==> src/spd_pkg.sv <==
// Constants and bus carriers for the port device control and status register pair.
package spd_pkg;

  localparam logic [7:0] SPD_ADDR_CTL_STATUS = 8'hc8;
  localparam int SPD_ADDR_LSB = 2;

  // Control word field positions, all inside the low half of the register word.
  localparam int SPD_CTL_CORR_EN = 0;
  localparam int SPD_CTL_NONFATAL_EN = 1;
  localparam int SPD_CTL_FATAL_EN = 2;
  localparam int SPD_CTL_UNSUP_EN = 3;
  localparam int SPD_CTL_RELAXED = 4;
  localparam int SPD_CTL_MPS_LO = 5;
  localparam int SPD_CTL_MPS_HI = 7;
  localparam int SPD_CTL_EXT_TAG = 8;
  localparam int SPD_CTL_PHANTOM = 9;
  localparam int SPD_CTL_AUX_PM_EN = 10;
  localparam int SPD_CTL_NO_SNOOP = 11;
  localparam int SPD_CTL_MRRS_LO = 12;
  localparam int SPD_CTL_MRRS_HI = 14;
  localparam int SPD_CTL_RSVD = 15;

  // Status word field positions, in the high half of the register word.
  localparam int SPD_STS_ERR_LO = 16;
  localparam int SPD_STS_ERR_HI = 19;
  localparam int SPD_STS_AUX_DET = 20;
  localparam int SPD_STS_PENDING = 21;
  localparam int SPD_STS_RSVD_LO = 22;
  localparam int SPD_STS_RSVD_HI = 31;

  // Byte lanes that carry each writable group.
  localparam int SPD_LANE_CTL_LO = 0;
  localparam int SPD_LANE_CTL_HI = 1;
  localparam int SPD_LANE_STS_LO = 2;

  // Payload size codes.
  localparam logic [2:0] SPD_MPS_128 = 3'h0;
  localparam logic [2:0] SPD_MPS_256 = 3'h1;
  localparam logic [2:0] SPD_MPS_512 = 3'h2;

  // Reset values.
  localparam logic [3:0] SPD_RST_ERR_EN = 4'h0;
  localparam logic [2:0] SPD_RST_MPS = 3'h0;
  localparam logic SPD_RST_AUX_PM_EN = 1'b0;
  localparam logic [3:0] SPD_RST_ERR_FLAGS = 4'h0;
  localparam logic SPD_RST_AUX_DET = 1'b1;
  localparam logic [2:0] SPD_MRRS_FIXED = 3'h0;

  // Bus responses.
  localparam logic [1:0] SPD_RESP_OKAY = 2'h0;
  localparam logic [1:0] SPD_RESP_SLVERR = 2'h2;

  // Error classes in the order of the enable and detected bits.
  typedef struct packed {
    logic unsupported;
    logic fatal;
    logic nonfatal;
    logic correctable;
  } spd_err_t;

  typedef struct packed {
    logic [7:0] awaddr;
    logic [2:0] awprot;
    logic awvalid;
    logic [31:0] wdata;
    logic [3:0] wstrb;
    logic wvalid;
    logic bready;
    logic [7:0] araddr;
    logic [2:0] arprot;
    logic arvalid;
    logic rready;
  } spd_axil_req_t;

  typedef struct packed {
    logic awready;
    logic wready;
    logic [1:0] bresp;
    logic bvalid;
    logic arready;
    logic [31:0] rdata;
    logic [1:0] rresp;
    logic rvalid;
  } spd_axil_rsp_t;

endpackage

==> src/spd_dev_ctl_status.sv <==
// Device control and status register pair of one switch port, reached over AXI4-Lite.
//
// The AXI4-Lite interface to the registers was chosen for this implementation.
`timescale 1ns/1ps

// What this block does
// - Bit 0 correctable reporting enable, resets zero.
// - Bit 1 non-fatal reporting enable, resets zero.
// - Bit 2 fatal reporting enable, resets zero.
// - Bit 3 unsupported request reporting enable.
// - Bit 4 relaxed ordering reads zero.
// - Bits 7:5 payload size, clamped on write.
// - Bits 8, 9 always read zero.
// - Bit 10 auxiliary power enable, read-write.
// - Bit 11 no-snoop reads zero.
// - Bits 14:12 read request size fixed zero.
// - Status 16 correctable detected, write-one-clear.
// - Status 17 non-fatal detected, write-one-clear.
// - Status 18 fatal detected, write-one-clear.
// - Status 19 unsupported detected, write-one-clear.
// - Flags log errors regardless of enables.
// - Status 20 aux power present, resets one.
// - Status 21 transactions pending reads zero.
// - Reserved bits read zero, writes ignored.
// - Codes 128, 256, 512 bytes; others reserved.
// - Supported maximum follows the payload strap.
module spd_dev_ctl_status
  import spd_pkg::*;
(
  input wire logic ref_clk,
  input wire logic rst,
  input wire spd_axil_req_t axiReq,
  output spd_axil_rsp_t axiRsp,
  input wire spd_err_t errDetected,
  input wire logic auxPowerSense,
  input wire logic payload_large_strap,
  output spd_err_t errReport,
  output logic [2:0] maxPayloadCode,
  output logic auxPowerPmEnable
);

  // Clamp a requested payload code to the supported maximum.
  function automatic logic [2:0] clampPayload(input logic [2:0] code, input logic [2:0] limit);
    if (code > limit)
    begin
      return limit;
    end
    return code;
  endfunction

  // Register-word address decode, shared by the read and write paths.
  function automatic logic hitsCtlStatus(input logic [7:0] addr);
    return addr[7:SPD_ADDR_LSB] == SPD_ADDR_CTL_STATUS[7:SPD_ADDR_LSB];
  endfunction

  logic [3:0] errEnable;
  logic [2:0] payloadCode;
  logic auxPmEn;
  logic [3:0] errFlags;
  logic auxDetected;
  logic strapLarge;

  logic awHeld;
  logic wHeld;
  logic [7:0] awAddr;
  logic [31:0] wData;
  logic [3:0] wStrb;

  // Response flops; the bus struct is only wiring, so each field keeps a single driver.
  logic awReady;
  logic wReady;
  logic bValid;
  logic [1:0] bResp;
  logic arReady;
  logic rValid;
  logic [31:0] rData;
  logic [1:0] rResp;

  assign axiRsp = '{awready: awReady, wready: wReady, bresp: bResp, bvalid: bValid,
    arready: arReady, rdata: rData, rresp: rResp, rvalid: rValid};

  wire awTaken = axiReq.awvalid && awReady;
  wire wTaken = axiReq.wvalid && wReady;
  wire bDone = bValid && axiReq.bready;
  wire arTaken = axiReq.arvalid && arReady;
  wire rDone = rValid && axiReq.rready;

  // The write commits one edge after both halves are held, so each half may arrive first.
  wire writeFire = awHeld && wHeld && !bValid;
  wire writeHit = writeFire && hitsCtlStatus(awAddr);

  // Supported maximum is taken from the strap while reset is held, then frozen.
  wire [2:0] supportedMax = strapLarge ? SPD_MPS_512 : SPD_MPS_256;

  wire ctlLoLane = writeHit && wStrb[SPD_LANE_CTL_LO];
  wire ctlHiLane = writeHit && wStrb[SPD_LANE_CTL_HI];
  wire stsLoLane = writeHit && wStrb[SPD_LANE_STS_LO];

  wire [3:0] next_errEnable = ctlLoLane ?
    wData[SPD_CTL_UNSUP_EN:SPD_CTL_CORR_EN] : errEnable;
  wire [2:0] next_payloadCode = ctlLoLane ?
    clampPayload(wData[SPD_CTL_MPS_HI:SPD_CTL_MPS_LO], supportedMax) : payloadCode;
  wire next_auxPmEn = ctlHiLane ? wData[SPD_CTL_AUX_PM_EN] : auxPmEn;

  // A new detection in the same cycle as a write-one-clear keeps the flag set.
  wire [3:0] clearMask = stsLoLane ? wData[SPD_STS_ERR_HI:SPD_STS_ERR_LO] : 4'h0;
  logic [3:0] next_errFlags;
  for (genvar i = 0; i < 4; i++)
  begin : g_flag
    assign next_errFlags[i] = (errFlags[i] && !clearMask[i]) || errDetected[i];
  end

  // Only enabled classes leave the port; logging above ignores the enables.
  wire [3:0] next_errReport = errDetected & errEnable;

  // Every bit not named below stays zero on read, including the reserved ones.
  logic [31:0] regWord;
  always_comb
  begin
    regWord = 32'h0;
    regWord[SPD_CTL_UNSUP_EN:SPD_CTL_CORR_EN] = errEnable;
    regWord[SPD_CTL_RELAXED] = 1'b0;
    regWord[SPD_CTL_MPS_HI:SPD_CTL_MPS_LO] = payloadCode;
    regWord[SPD_CTL_EXT_TAG] = 1'b0;
    regWord[SPD_CTL_PHANTOM] = 1'b0;
    regWord[SPD_CTL_AUX_PM_EN] = auxPmEn;
    regWord[SPD_CTL_NO_SNOOP] = 1'b0;
    regWord[SPD_CTL_MRRS_HI:SPD_CTL_MRRS_LO] = SPD_MRRS_FIXED;
    regWord[SPD_STS_ERR_HI:SPD_STS_ERR_LO] = errFlags;
    regWord[SPD_STS_AUX_DET] = auxDetected;
    regWord[SPD_STS_PENDING] = 1'b0;
  end

  wire [31:0] next_rdata = hitsCtlStatus(axiReq.araddr) ? regWord : 32'h0;
  wire [1:0] next_rresp = hitsCtlStatus(axiReq.araddr) ? SPD_RESP_OKAY : SPD_RESP_SLVERR;
  wire [1:0] next_bresp = hitsCtlStatus(awAddr) ? SPD_RESP_OKAY : SPD_RESP_SLVERR;

  // Strap capture: sampled every cycle while reset is held, then kept.
  always_ff @(posedge ref_clk)
  begin
    if (rst)
    begin
      strapLarge <= payload_large_strap;
    end
  end

  // Each stored control and status field sits in a short register of its own; the fixed fields have none.
  always_ff @(posedge ref_clk)
  begin
    if (rst)
    begin
      errEnable <= SPD_RST_ERR_EN;
    end
    else
    begin
      errEnable <= next_errEnable;
    end
  end

  always_ff @(posedge ref_clk)
  begin
    if (rst)
    begin
      payloadCode <= SPD_RST_MPS;
    end
    else
    begin
      payloadCode <= next_payloadCode;
    end
  end

  always_ff @(posedge ref_clk)
  begin
    if (rst)
    begin
      auxPmEn <= SPD_RST_AUX_PM_EN;
    end
    else
    begin
      auxPmEn <= next_auxPmEn;
    end
  end

  always_ff @(posedge ref_clk)
  begin
    if (rst)
    begin
      errFlags <= SPD_RST_ERR_FLAGS;
    end
    else
    begin
      errFlags <= next_errFlags;
    end
  end

  // Presence is re-read every cycle, so a lost supply shows one cycle later.
  always_ff @(posedge ref_clk)
  begin
    if (rst)
    begin
      auxDetected <= SPD_RST_AUX_DET;
    end
    else
    begin
      auxDetected <= auxPowerSense;
    end
  end

  // Upstream report pulse, one cycle after the detection.
  always_ff @(posedge ref_clk)
  begin
    if (rst)
    begin
      errReport <= '0;
    end
    else
    begin
      errReport <= next_errReport;
    end
  end

  // Side outputs that steer the port's own datapath.
  always_ff @(posedge ref_clk)
  begin
    if (rst)
    begin
      maxPayloadCode <= SPD_RST_MPS;
      auxPowerPmEnable <= SPD_RST_AUX_PM_EN;
    end
    else
    begin
      maxPayloadCode <= next_payloadCode;
      auxPowerPmEnable <= next_auxPmEn;
    end
  end

  // Write address and data halves, each held until the response is taken.
  always_ff @(posedge ref_clk)
  begin
    if (rst)
    begin
      awHeld <= 1'b0;
      awAddr <= 8'h0;
    end
    else if (awTaken)
    begin
      awHeld <= 1'b1;
      awAddr <= axiReq.awaddr;
    end
    else if (bDone)
    begin
      awHeld <= 1'b0;
    end
  end

  // Ready stays low while a half is held, so a second write cannot overtake the first.
  always_ff @(posedge ref_clk)
  begin
    if (rst)
    begin
      awReady <= 1'b0;
    end
    else if (awTaken)
    begin
      awReady <= 1'b0;
    end
    else if (bDone || !awHeld)
    begin
      awReady <= 1'b1;
    end
  end

  always_ff @(posedge ref_clk)
  begin
    if (rst)
    begin
      wHeld <= 1'b0;
      wData <= 32'h0;
      wStrb <= 4'h0;
    end
    else if (wTaken)
    begin
      wHeld <= 1'b1;
      wData <= axiReq.wdata;
      wStrb <= axiReq.wstrb;
    end
    else if (bDone)
    begin
      wHeld <= 1'b0;
    end
  end

  always_ff @(posedge ref_clk)
  begin
    if (rst)
    begin
      wReady <= 1'b0;
    end
    else if (wTaken)
    begin
      wReady <= 1'b0;
    end
    else if (bDone || !wHeld)
    begin
      wReady <= 1'b1;
    end
  end

  // Write response.
  always_ff @(posedge ref_clk)
  begin
    if (rst)
    begin
      bValid <= 1'b0;
      bResp <= SPD_RESP_OKAY;
    end
    else if (writeFire)
    begin
      bValid <= 1'b1;
      bResp <= next_bresp;
    end
    else if (bDone)
    begin
      bValid <= 1'b0;
    end
  end

  // Read channel: one read in flight, data captured at the address handshake.
  always_ff @(posedge ref_clk)
  begin
    if (rst)
    begin
      arReady <= 1'b0;
    end
    else if (arTaken)
    begin
      arReady <= 1'b0;
    end
    else if (rDone || !rValid)
    begin
      arReady <= 1'b1;
    end
  end

  always_ff @(posedge ref_clk)
  begin
    if (rst)
    begin
      rValid <= 1'b0;
    end
    else if (arTaken)
    begin
      rValid <= 1'b1;
    end
    else if (rDone)
    begin
      rValid <= 1'b0;
    end
  end

  always_ff @(posedge ref_clk)
  begin
    if (rst)
    begin
      rData <= 32'h0;
      rResp <= SPD_RESP_OKAY;
    end
    else if (arTaken)
    begin
      rData <= next_rdata;
      rResp <= next_rresp;
    end
  end

endmodule

==> config.mk <==
export PLATFORM = sky130hd
export DESIGN_NAME = spd_dev_ctl_status
export DESIGN_NICKNAME = d
export VERILOG_FILES = /design/src/spd_pkg.sv /design/src/spd_dev_ctl_status.sv
export SDC_FILE = /design/constraint.sdc
export NUM_CORES = 1
export LEC_CHECK = 0
export BUFFER_PORTS_ARGS = -buffer_cell sky130_fd_sc_hd__buf_2
export CORE_MARGIN = 2
export CORE_UTILIZATION = 39
export CTS_CLUSTER_SIZE = 20
export DETAILED_ROUTE_END_ITERATION = 10
export GPL_TIMING_DRIVEN = 0
export PLACE_DENSITY = 0.69
export SYNTH_ARGS = -nofsm -noshare
export SYNTH_HDL_FRONTEND = slang
export SYNTH_SLANG_ARGS = --single-unit
==> constraint.sdc <==
create_clock -name ref_clk -period 1.89 [get_ports ref_clk]
set_input_delay 0.189 -clock ref_clk [delete_from_list [all_inputs] [get_ports ref_clk]]
set_output_delay 0.189 -clock ref_clk [all_outputs]
set_load 0.02 [all_outputs]
==> out/metrics.cfg, run 1 <==
[synthesis]
yosysTopAreaCell=dfxtp_1
muxShareOfSynthArea=0.0252
synthArstFlopShare=0
synth_edf_count=1
synth_top_area_share=0.504
ys_seq_area_frac=0.517
syn-mean-instance-area_um2=9.06
synth-xor-area-share=0
syn_inst=263
synthSimpleGateAreaFrac=0.194
synth_compound_area_frac=0.138
synth_top_family_by_area=simple AND/OR/NAND/NOR gates
yosys.cell_count.top_type=dfxtp_1
yosysWarnings=0
synth_cell_type_count=34
synth_adder_area_share=0.0105
synthFlopType=dfxtp_1
synth_area_leaders=dfxtp_1 50%, buf_4 8.2%, nand2_1 7.1%
yosys_register_bits=61
synth_common_cells=60 x dfxtp_1, 45 x nand2_1, 28 x a21oi_1
syn_area_um2=2380

[placed_design]
port_buffers=66
place.gp.congestion=0.733
pre_cts_slack_ns=0.201
dp_hpwl_um=3870
placedInstanceArea_um2=2880

[timing]
setup_violations=0
hold_slack_ns=0.0358
final_max_slew_viol_count=0
final_hold_viol_count=0
slew_headroom=0.502
fin_ws_ns=0.201
rsz0062_at_grt=no
setup_tns_ns=0
finClkSkew_ns=0.00813
fmax_mhz=592
period_share=0.894
period_minus_slack_ns=1.69
worstMarginPinSlew_ns=0.747

[clock_network]
cts_buffers=9
cts_tree=yes
insertion_delay_ns=0.33
cts_root_buffer=clkbuf_8
post-cts-setup-buffers=0
cts.sinks=61
post_cts_resized=0
cts_max_level=3
holdBufCountCts=0
cts.path.max_buffers=2
clk_pin_slew_ns=0.06

[floorplan]
rows=28
boundaryPins=120
start_util=0.402
die_area_um2=6750
die_x_um=82.2
die_h_um=82.2
core_um2=5920

[final_layout]
multi_input_area_um2=955
final_core_util=0.527
ff_latch_area_um2=1230
fillers=587
fin_area_um2=3120
nets=433
antenna_cells=0
synthToLayoutAreaGrowth_pct=31.0
drive_gt1_frac=0.312

[status]
status=complete, no violations

[detailed_routing]
vias_per_cell=4.58
drc=0
wire_per_inst_um=12.0
ant_nets=0
num_vias=2013
routed_wl_um=5270
firstDrtPassIters=6
first_iter_violations=110

[power_and_ir_drop]
comb_power_share=0.097
powerDensity_nw_per_um2=949
power.share.switching=0.229
p_int_mw=2.28
power.switching_uw=676
leakage_nw=1.41
clockPowerShare=0.444
seqPwrFrac=0.458
peakVddDrop_v=0.000501

[setup_path]
crit_arrival_ns=1.88
cpLargestDelayFamily=simple AND/OR/NAND/NOR gates
startpoint_type=flop
critPathCaptureType=flop
crit_chain=nand4b_1, nor4_4, mux2i_1, nor2_1
worst-path-buf-inv=0
worstPathRequired_ns=2.08
critPathKind=reg2reg
max_stage_delay_ns=0.66
crit_fanout=9
cp_slowest_cell=nor4_4

[hold_path]
min_path_type=in2reg

[grt]
grt-ovfl-total=0
grt_pass1_wl_um=8340
grt_max_degree=11
grt_pass1_vias=1918
grt_use_total=0.167
antenna_found_initial=0

[job]
cap_violations=0

==> cells by family after synthesis <==
logic type | after synthesis
and+or+nand+nor | 96
DFF | 61
AOI/OAI and AO/OA | 51
buffers and inverters | 46
muxes | 6
adders and majority gates | 2
other | 1
==> metrics by stage <==
| step | cells | total power, mW |
|---|---|---|
| after detailed placement | 424 | 1.68 |
| after floorplan | 283 | 1.58 |
| after global routing | 440 | 3.08 |
| after CTS | 440 | 2.98 |
| after global placement | 424 | 1.67 |
| final | 440 | 2.96 |
==> cell usage in the layout, fill, tap and decap left out, types with 4 or more instances in the layout <==
cell type  netlist  routed
clkbuf_8         0      13
a22o_1           7       7
conb_1           1      21
a22oi_1          6       6
buf_2            1      67
nor2_1          22      22
inv_1            8       8
buf_4           26      26
mux2i_1          6       6
clkbuf_1        10      10
a311oi_1         4       4
nand3_1          6       6
nor3_1           4       4
dfxtp_1         60      60
a21oi_1         28      28
nand2_1         45      45
==> layer usage <==
metal  routed length, um  GRT usage
met1                2310      0.189
met2                2590      0.294
met3                 313     0.0435
met4                  58     0.0750
met5                   0          0
==> final cells by class <==
type                    instances  area share
repair buffers                 66       0.106
flip-flops and latches         61       0.395
inverters                       8     0.00962
clock buffers                  14      0.0654
plain buffers                  38      0.0774
well taps                      75      0.0301
multi-input cells             176       0.306
clock inverters                 2      0.0112
==> flip-flops by register name, indices dropped and copies added (netlist names), 3 cells and up <==
signal and count:
awAddr 6, errEnable 4, errFlags 4, errReport 4
maxPayloadCode 3, rData 13, wData 12, wStrb 3
==> power groups by stage <==
stage,combinational (mW),clock [mW],sequential (mW)
2_1_floorplan,0.200,0,1.38
6_report,0.288,1.32,1.36
4_1_cts,0.290,1.33,1.36
3_5_place_dp,0.290,0,1.39
5_1_grt,0.321,1.39,1.36
3_3_place_gp,0.283,0,1.38
==> worst paths after layout <==
| path | from | end | slack (ns) | cells past startpoint |
|---|---|---|---|---|
| setup / recovery | awAddr[2] | errEnable[0] | 0.20 | 4 |
| hold / removal | payload_large_strap | strapLarge | 0.04 | 1 |
| setup reg to reg | awAddr[2] | errEnable[0] | 0.20 | 4 |
| hold reg to reg | auxDetected | rData[20] | 0.45 | 1 |
==> worst reg2reg max path, delay by kind of cell (launching register included) <==
kind	cells	cell delay, ns
DFF	1	0.31
muxes	1	0.26
and+or+nand+nor	3	0.99
(Power assumes the default switching activity.)
==> run 2: changes to the inputs <==
--- a/config.mk
+++ b/config.mk
@@ -11,6 +11,7 @@
 export CTS_CLUSTER_SIZE = 20
 export DETAILED_ROUTE_END_ITERATION = 10
 export GPL_TIMING_DRIVEN = 0
+export MAX_ROUTING_LAYER = met4
 export PLACE_DENSITY = 0.69
 export SYNTH_ARGS = -nofsm -noshare
 export SYNTH_HDL_FRONTEND = slang
==> constraint.sdc (replaced) <==
create_clock -name ref_clk -period 1.89 [get_ports ref_clk]
set_input_delay 0.189 -clock ref_clk [delete_from_list [all_inputs] [get_ports ref_clk]]
set_output_delay 0.189 -clock ref_clk [all_outputs]
set_load 0.01 [all_outputs]
==> out/metrics.cfg, run 2 (synthesis results as in run 1) <==
[final_layout]
fillers=587  ; unchanged
mostFrequentLayoutCells=67 x buf_2, 60 x dfxtp_1, 45 x nand2_1, 28 x a21oi_1, 26 x buf_4
fin_area_um2=3120  ; unchanged
synthToLayoutAreaGrowth_pct=31.0  ; unchanged
largest_reg_flops=13  ; unchanged
drive_gt1_frac=0.312  ; unchanged
nets=433  ; unchanged
antenna_cells=0  ; unchanged
final_core_util=0.527  ; unchanged
final_common_cell=buf_2
regMostFlops=rData
reg_top3=rData (13), wData (12), awAddr (6)

[grt]
grt_pass1_vias=1912  ; -0.31%
grt_max_degree=11  ; unchanged
grt_use_total=0.172  ; +0.00498
grt-ovfl-total=0  ; unchanged
antenna_found_initial=0  ; unchanged
grt_pass1_wl_um=8350  ; +0.17%

[power_and_ir_drop]
powerDensity_nw_per_um2=941  ; -0.84%
leakage_nw=1.41  ; unchanged
peakVddDrop_v=0.000502  ; +0.12%

[setup_path]
worstPathRequired_ns=2.08  ; about the same
critPathCaptureType=flop
critPathKind=reg2reg
cp_slowest_cell=nor4_4
crit_arrival_ns=1.88  ; about the same
startpoint_type=flop
crit_fanout=9  ; unchanged
crit_chain=nand4b_1, nor4_4, mux2i_1, nor2_1
max_stage_delay_ns=0.66  ; about the same

[clock_network]
cts_buffers=9  ; unchanged
cts_tree=yes
insertion_delay_ns=0.33  ; about the same
cts_root_buffer=clkbuf_8
post-cts-setup-buffers=0  ; unchanged
holdBufCountCts=0  ; unchanged
cts.path.max_buffers=2  ; unchanged
cts_max_level=3  ; unchanged
post_cts_resized=0  ; unchanged
clk_pin_slew_ns=0.06  ; about the same
cts.sinks=61  ; unchanged

[floorplan]
core_um2=5920  ; unchanged
rows=28  ; unchanged
die_h_um=82.2  ; unchanged
boundaryPins=120  ; unchanged
die_area_um2=6750  ; unchanged
start_util=0.402  ; unchanged
die_x_um=82.2  ; unchanged

[placed_design]
place.gp.congestion=0.742  ; +1.2%
pre_cts_slack_ns=0.201  ; unchanged
dp_hpwl_um=3870  ; unchanged
placedInstanceArea_um2=2880  ; unchanged
port_buffers=66  ; unchanged

[detailed_routing]
drc=0  ; unchanged
num_vias=2017  ; +0.20%
wire_per_inst_um=12.0  ; about the same
vias_per_cell=4.58  ; +0.20%
routed_wl_um=5270  ; about the same
first_iter_violations=101  ; -8.2%
firstDrtPassIters=6  ; unchanged
ant_nets=0  ; unchanged

[status]
status=complete, no violations

[timing]
rsz0062_at_grt=no
fmax_mhz=592  ; about the same
worstMarginPinSlew_ns=0.747  ; -0.000518 ns
setup_violations=0  ; unchanged
period_minus_slack_ns=1.69  ; -0.000811 ns
setup_tns_ns=0  ; unchanged
final_hold_viol_count=0  ; unchanged
fin_ws_ns=0.201  ; +0.000811 ns
final_max_slew_viol_count=0  ; unchanged
period_share=0.893  ; about the same
finClkSkew_ns=0.00893  ; +0.000800 ns
slew_headroom=0.502  ; about the same

[job]
cap_violations=0  ; unchanged

[hold_path]
min_path_type=in2reg

## run 2: cell counts in the layout (fill, tap and decap cells not counted)
Identical to the previous run, type by type.
## run 2: cell type report
| cell class | instances | area [um2] | area share |
|---|---|---|---|
| Timing Repair Buffer | 66 | 330 | 0.106 |
| Multi-Input combinational cell | 176 | 955 | 0.306 |
| Tap cell | 75 | 93.8 | 0.0301 |
| Clock inverter | 2 | 35.0 | 0.0112 |
| Clock buffer | 14 | 204 | 0.0654 |
| Inverter | 8 | 30.0 | 0.00962 |
| Sequential cell | 61 | 1230 | 0.395 |
| Buffer | 38 | 241 | 0.0774 |
## run 2: critical path, delay by kind of cell, from the launching register on
kind             cells  cell delay, ns
DFF                  1            0.31
and+or+nand+nor      3            0.99
muxes                1            0.26
## run 2: path summary, 6_finish.rpt
path                  startpoint            to  slack, ns  cells past startpoint
max reg2reg            awAddr[2]  errEnable[0]       0.20                      4
min reg2reg          auxDetected     rData[20]       0.45                      1
min          payload_large_strap    strapLarge       0.03                      1
max                    awAddr[2]  errEnable[0]       0.20                      4
## run 2: power by group
part	switching, mW	internal (mW)	total (mW)
Sequential	0.0242	1.33	1.36
Clock	0.486	0.831	1.32
Combinational	0.143	0.119	0.262
Total	0.653	2.28	2.94
## run 2: through the flow
step | power (mW) | hold slack, ns | instances
after floorplan | 1.56 | 0.288 | 283
after global placement | 1.64 | 0.366 | 424
after detailed placement | 1.65 | 0.371 | 424
after CTS | 2.95 | 0.0247 | 440
after global routing | 3.05 | 0.0308 | 440
final | 2.94 | 0.0348 | 440
## run 2: metal layers
metal / wire length, um / vias to the layer above / GRT usage
met1: 2320 / 913 / 0.191
met3: 307 / 8 / 0.0413
met5: 0 / - / -
met4: 70 / 0 / 0.0750
met2: 2570 / 55 / 0.294
li1: - / 1041 / -
==> run 3: changes to the inputs <==
--- a/config.mk
+++ b/config.mk
@@ -5,6 +5,7 @@
 export SDC_FILE = /design/constraint.sdc
 export NUM_CORES = 1
 export LEC_CHECK = 0
+export ABC_AREA = 1
 export BUFFER_PORTS_ARGS = -buffer_cell sky130_fd_sc_hd__buf_2
 export CORE_MARGIN = 2
 export CORE_UTILIZATION = 39
@@ -12,7 +13,7 @@
 export DETAILED_ROUTE_END_ITERATION = 10
 export GPL_TIMING_DRIVEN = 0
 export MAX_ROUTING_LAYER = met4
-export PLACE_DENSITY = 0.69
+export PLACE_DENSITY = 0.68
 export SYNTH_ARGS = -nofsm -noshare
 export SYNTH_HDL_FRONTEND = slang
 export SYNTH_SLANG_ARGS = --single-unit
==> out/metrics.cfg, run 3 <==
[status]
status=complete, no violations

[synthesis]
ys_seq_area_frac=0.483  ; -0.0337
yosys.cell_count.top_type=nand2_1
synth_cell_type_count=28  ; -18%
syn-mean-instance-area_um2=7.65  ; -16%
yosysWarnings=0  ; unchanged
syn_inst=333  ; +27%
synthArstFlopShare=0  ; unchanged
yosys_register_bits=61  ; unchanged
synth_common_cells=62 x nand2_1, 60 x dfxtp_1, 46 x nor2_1
synthFlopType=dfxtp_1
yosysTopAreaCell=dfxtp_1
synth_edf_count=1  ; unchanged
syn_area_um2=2550  ; +7.0%
synth_area_leaders=dfxtp_1 47%, nand2_1 9.1%, buf_4 8.0%
synth_top_area_share=0.471  ; -0.0329

[power_and_ir_drop]
peakVddDrop_v=0.000627  ; +25%
leakage_nw=1.69  ; +20%
powerDensity_nw_per_um2=846  ; -10%
fin_total_pwr_mw=2.74  ; -6.6%

[setup_path]
startpoint_type=flop
max_stage_delay_ns=0.40  ; -0.26 ns
critPathKind=reg2reg
cp_slowest_cell=edfxtp_1
crit_chain=inv_1, ha_1, nand2_1, nand2_1, nand2_1, nand2_1, nand2_1, nand2_1, nor2_1, nor2_1
worstPathRequired_ns=2.12  ; +0.04 ns
reg2reg_from=strapLarge
crit_fanout=4  ; -5
crit_arrival_ns=1.61  ; -0.27 ns
cpLargestDelayFamily=simple AND/OR/NAND/NOR gates
rr_endpoint=maxPayloadCode[0]
worst-path-buf-inv=1  ; +1
rr_worst_depth=10  ; +6
path_common_cell=nand2_1
r2r_slack_ns=0.51  ; +0.31 ns
critPathCaptureType=flop

[detailed_routing]
num_vias=2218  ; +10%
vias_per_cell=4.32  ; -5.7%
wire_per_inst_um=10.9  ; -9.2%
firstDrtPassIters=4  ; -2
routed_wl_um=5580  ; +5.9%
first_iter_violations=68  ; -33%
ant_nets=0  ; unchanged
drc=0  ; unchanged

[grt]
grt.met3_usage=0.0535  ; +0.0122
antenna_found_initial=0  ; unchanged
grtUsageMet1=0.211  ; +0.0199
grt_max_degree=12  ; +1
grt-ovfl-total=0  ; unchanged
use_met2=0.264  ; -0.0302
grt_pass1_vias=2053  ; +7.4%
grt_pass1_wl_um=9340  ; +12%
grt_use_total=0.173  ; +0.00109
top_usage_layer=met2

[timing]
final_hold_viol_count=0  ; unchanged
period_minus_slack_ns=1.38  ; -0.308 ns
fmax_mhz=724  ; +22%
final_max_slew_viol_count=0  ; unchanged
setup_tns_ns=0  ; unchanged
finClkSkew_ns=0.00957  ; +0.000638 ns
setup_violations=0  ; unchanged
period_share=0.730  ; -0.163
rsz0062_at_grt=no

[floorplan]
core_um2=6350  ; +7.2%
rows=29  ; +3.6%
die_area_um2=7200  ; +6.6%
start_util=0.401  ; -0.000988
die_x_um=84.8  ; +3.3%
die_h_um=84.8  ; +3.3%
boundaryPins=120  ; unchanged

[clock_network]
post-cts-setup-buffers=0  ; unchanged
holdBufCountCts=0  ; unchanged
cts.path.max_buffers=2  ; unchanged
cts_tree=yes
cts_max_level=3  ; unchanged
insertion_delay_ns=0.34  ; about the same
cts_buffers=9  ; unchanged
cts_root_buffer=clkbuf_8
post_cts_resized=0  ; unchanged
clk_pin_slew_ns=0.06  ; about the same
cts.sinks=61  ; unchanged

[final_layout]
reg_top3=rData (13), wData (12), awAddr (6)
fillers=642  ; +9.4%
nets=504  ; +16%
drive_gt1_frac=0.287  ; -0.0256
largest_reg_flops=13  ; unchanged
synthToLayoutAreaGrowth_pct=27.2
antenna_cells=0  ; unchanged
mostFrequentLayoutCells=71 x buf_2, 62 x nand2_1, 60 x dfxtp_1, 46 x nor2_1, 32 x nand3_1
regMostFlops=rData
final_common_cell=buf_2

[hold_path]
holdPathStages=1  ; unchanged
min_to=strapLarge
min-delay-start=payload_large_strap
min_path_type=in2reg

[placed_design]
dp_hpwl_um=4200  ; +8.4%
port_buffers=67  ; +1.5%
place.gp.congestion=0.825  ; +11%

[job]
cap_violations=0  ; unchanged

[run 3: cell type report]
class	count	area, um2	area share
inverters	32	120	0.0371
well taps	77	96.3	0.0297
plain buffers	38	249	0.0768
flip-flops and latches	61	1230	0.380
clock inverters	5	35.0	0.0108
repair buffers	67	335	0.103
clock buffers	11	151	0.0467
multi-input cells	222	1020	0.316
[run 3: worst max path at each step]
stage               startpoint                 to  slack, ns  cells after the start
finish              strapLarge  maxPayloadCode[0]       0.51                     10
global route        strapLarge  maxPayloadCode[1]       0.40                     10
CTS                 strapLarge  maxPayloadCode[0]       0.52                     10
detailed placement  strapLarge  maxPayloadCode[0]       0.53                     10
global placement    strapLarge  maxPayloadCode[0]       0.56                     10
floorplan           strapLarge  maxPayloadCode[0]       0.65                     10
[run 3: cell families (layout without fill, tap and decap cells)]
| family | Yosys count | after routing | share of synthesized area |
|---|---|---|---|
| flops | 61 | 61 | 0.483 |
| simple gates | 151 | 151 | 0.263 |
| fa+ha+maj | 2 | 2 | 0.00982 |
| other cells | 1 | 21 | 0.00147 |
| compound gates | 48 | 48 | 0.0977 |
| buf+inv | 70 | 153 | 0.145 |
[run 3: power by group]
part | total (mW) | switching (mW) | internal [mW] | leakage, nW
clock | 1.06 | 0.514 | 0.546 | 0.0953
combinational | 0.307 | 0.174 | 0.133 | 1.10
sequential | 1.38 | 0.0305 | 1.35 | 0.500
[run 3: metrics by stage]
step	worst slack (ns)	instances	utilization	hold WS (ns)	instance area [um2]
6_report	0.510	513	0.511	0.0297	3240
5_1_grt	0.402	513	0.511	0.0189	3240
4_1_cts	0.517	513	0.511	0.0196	3240
3_5_place_dp	0.531	497	0.481	0.375	3060
3_3_place_gp	0.561	497	0.481	0.376	3060
2_1_floorplan	0.653	353	-	0.288	2620
[run 3: per-layer routing]
layer | share of wire | vias up
met3 | 0.066 | 9
met4 | 0.016 | 0
li1 | - | 1205
met1 | 0.47 | 932
met5 | 0 | -
met2 | 0.45 | 72
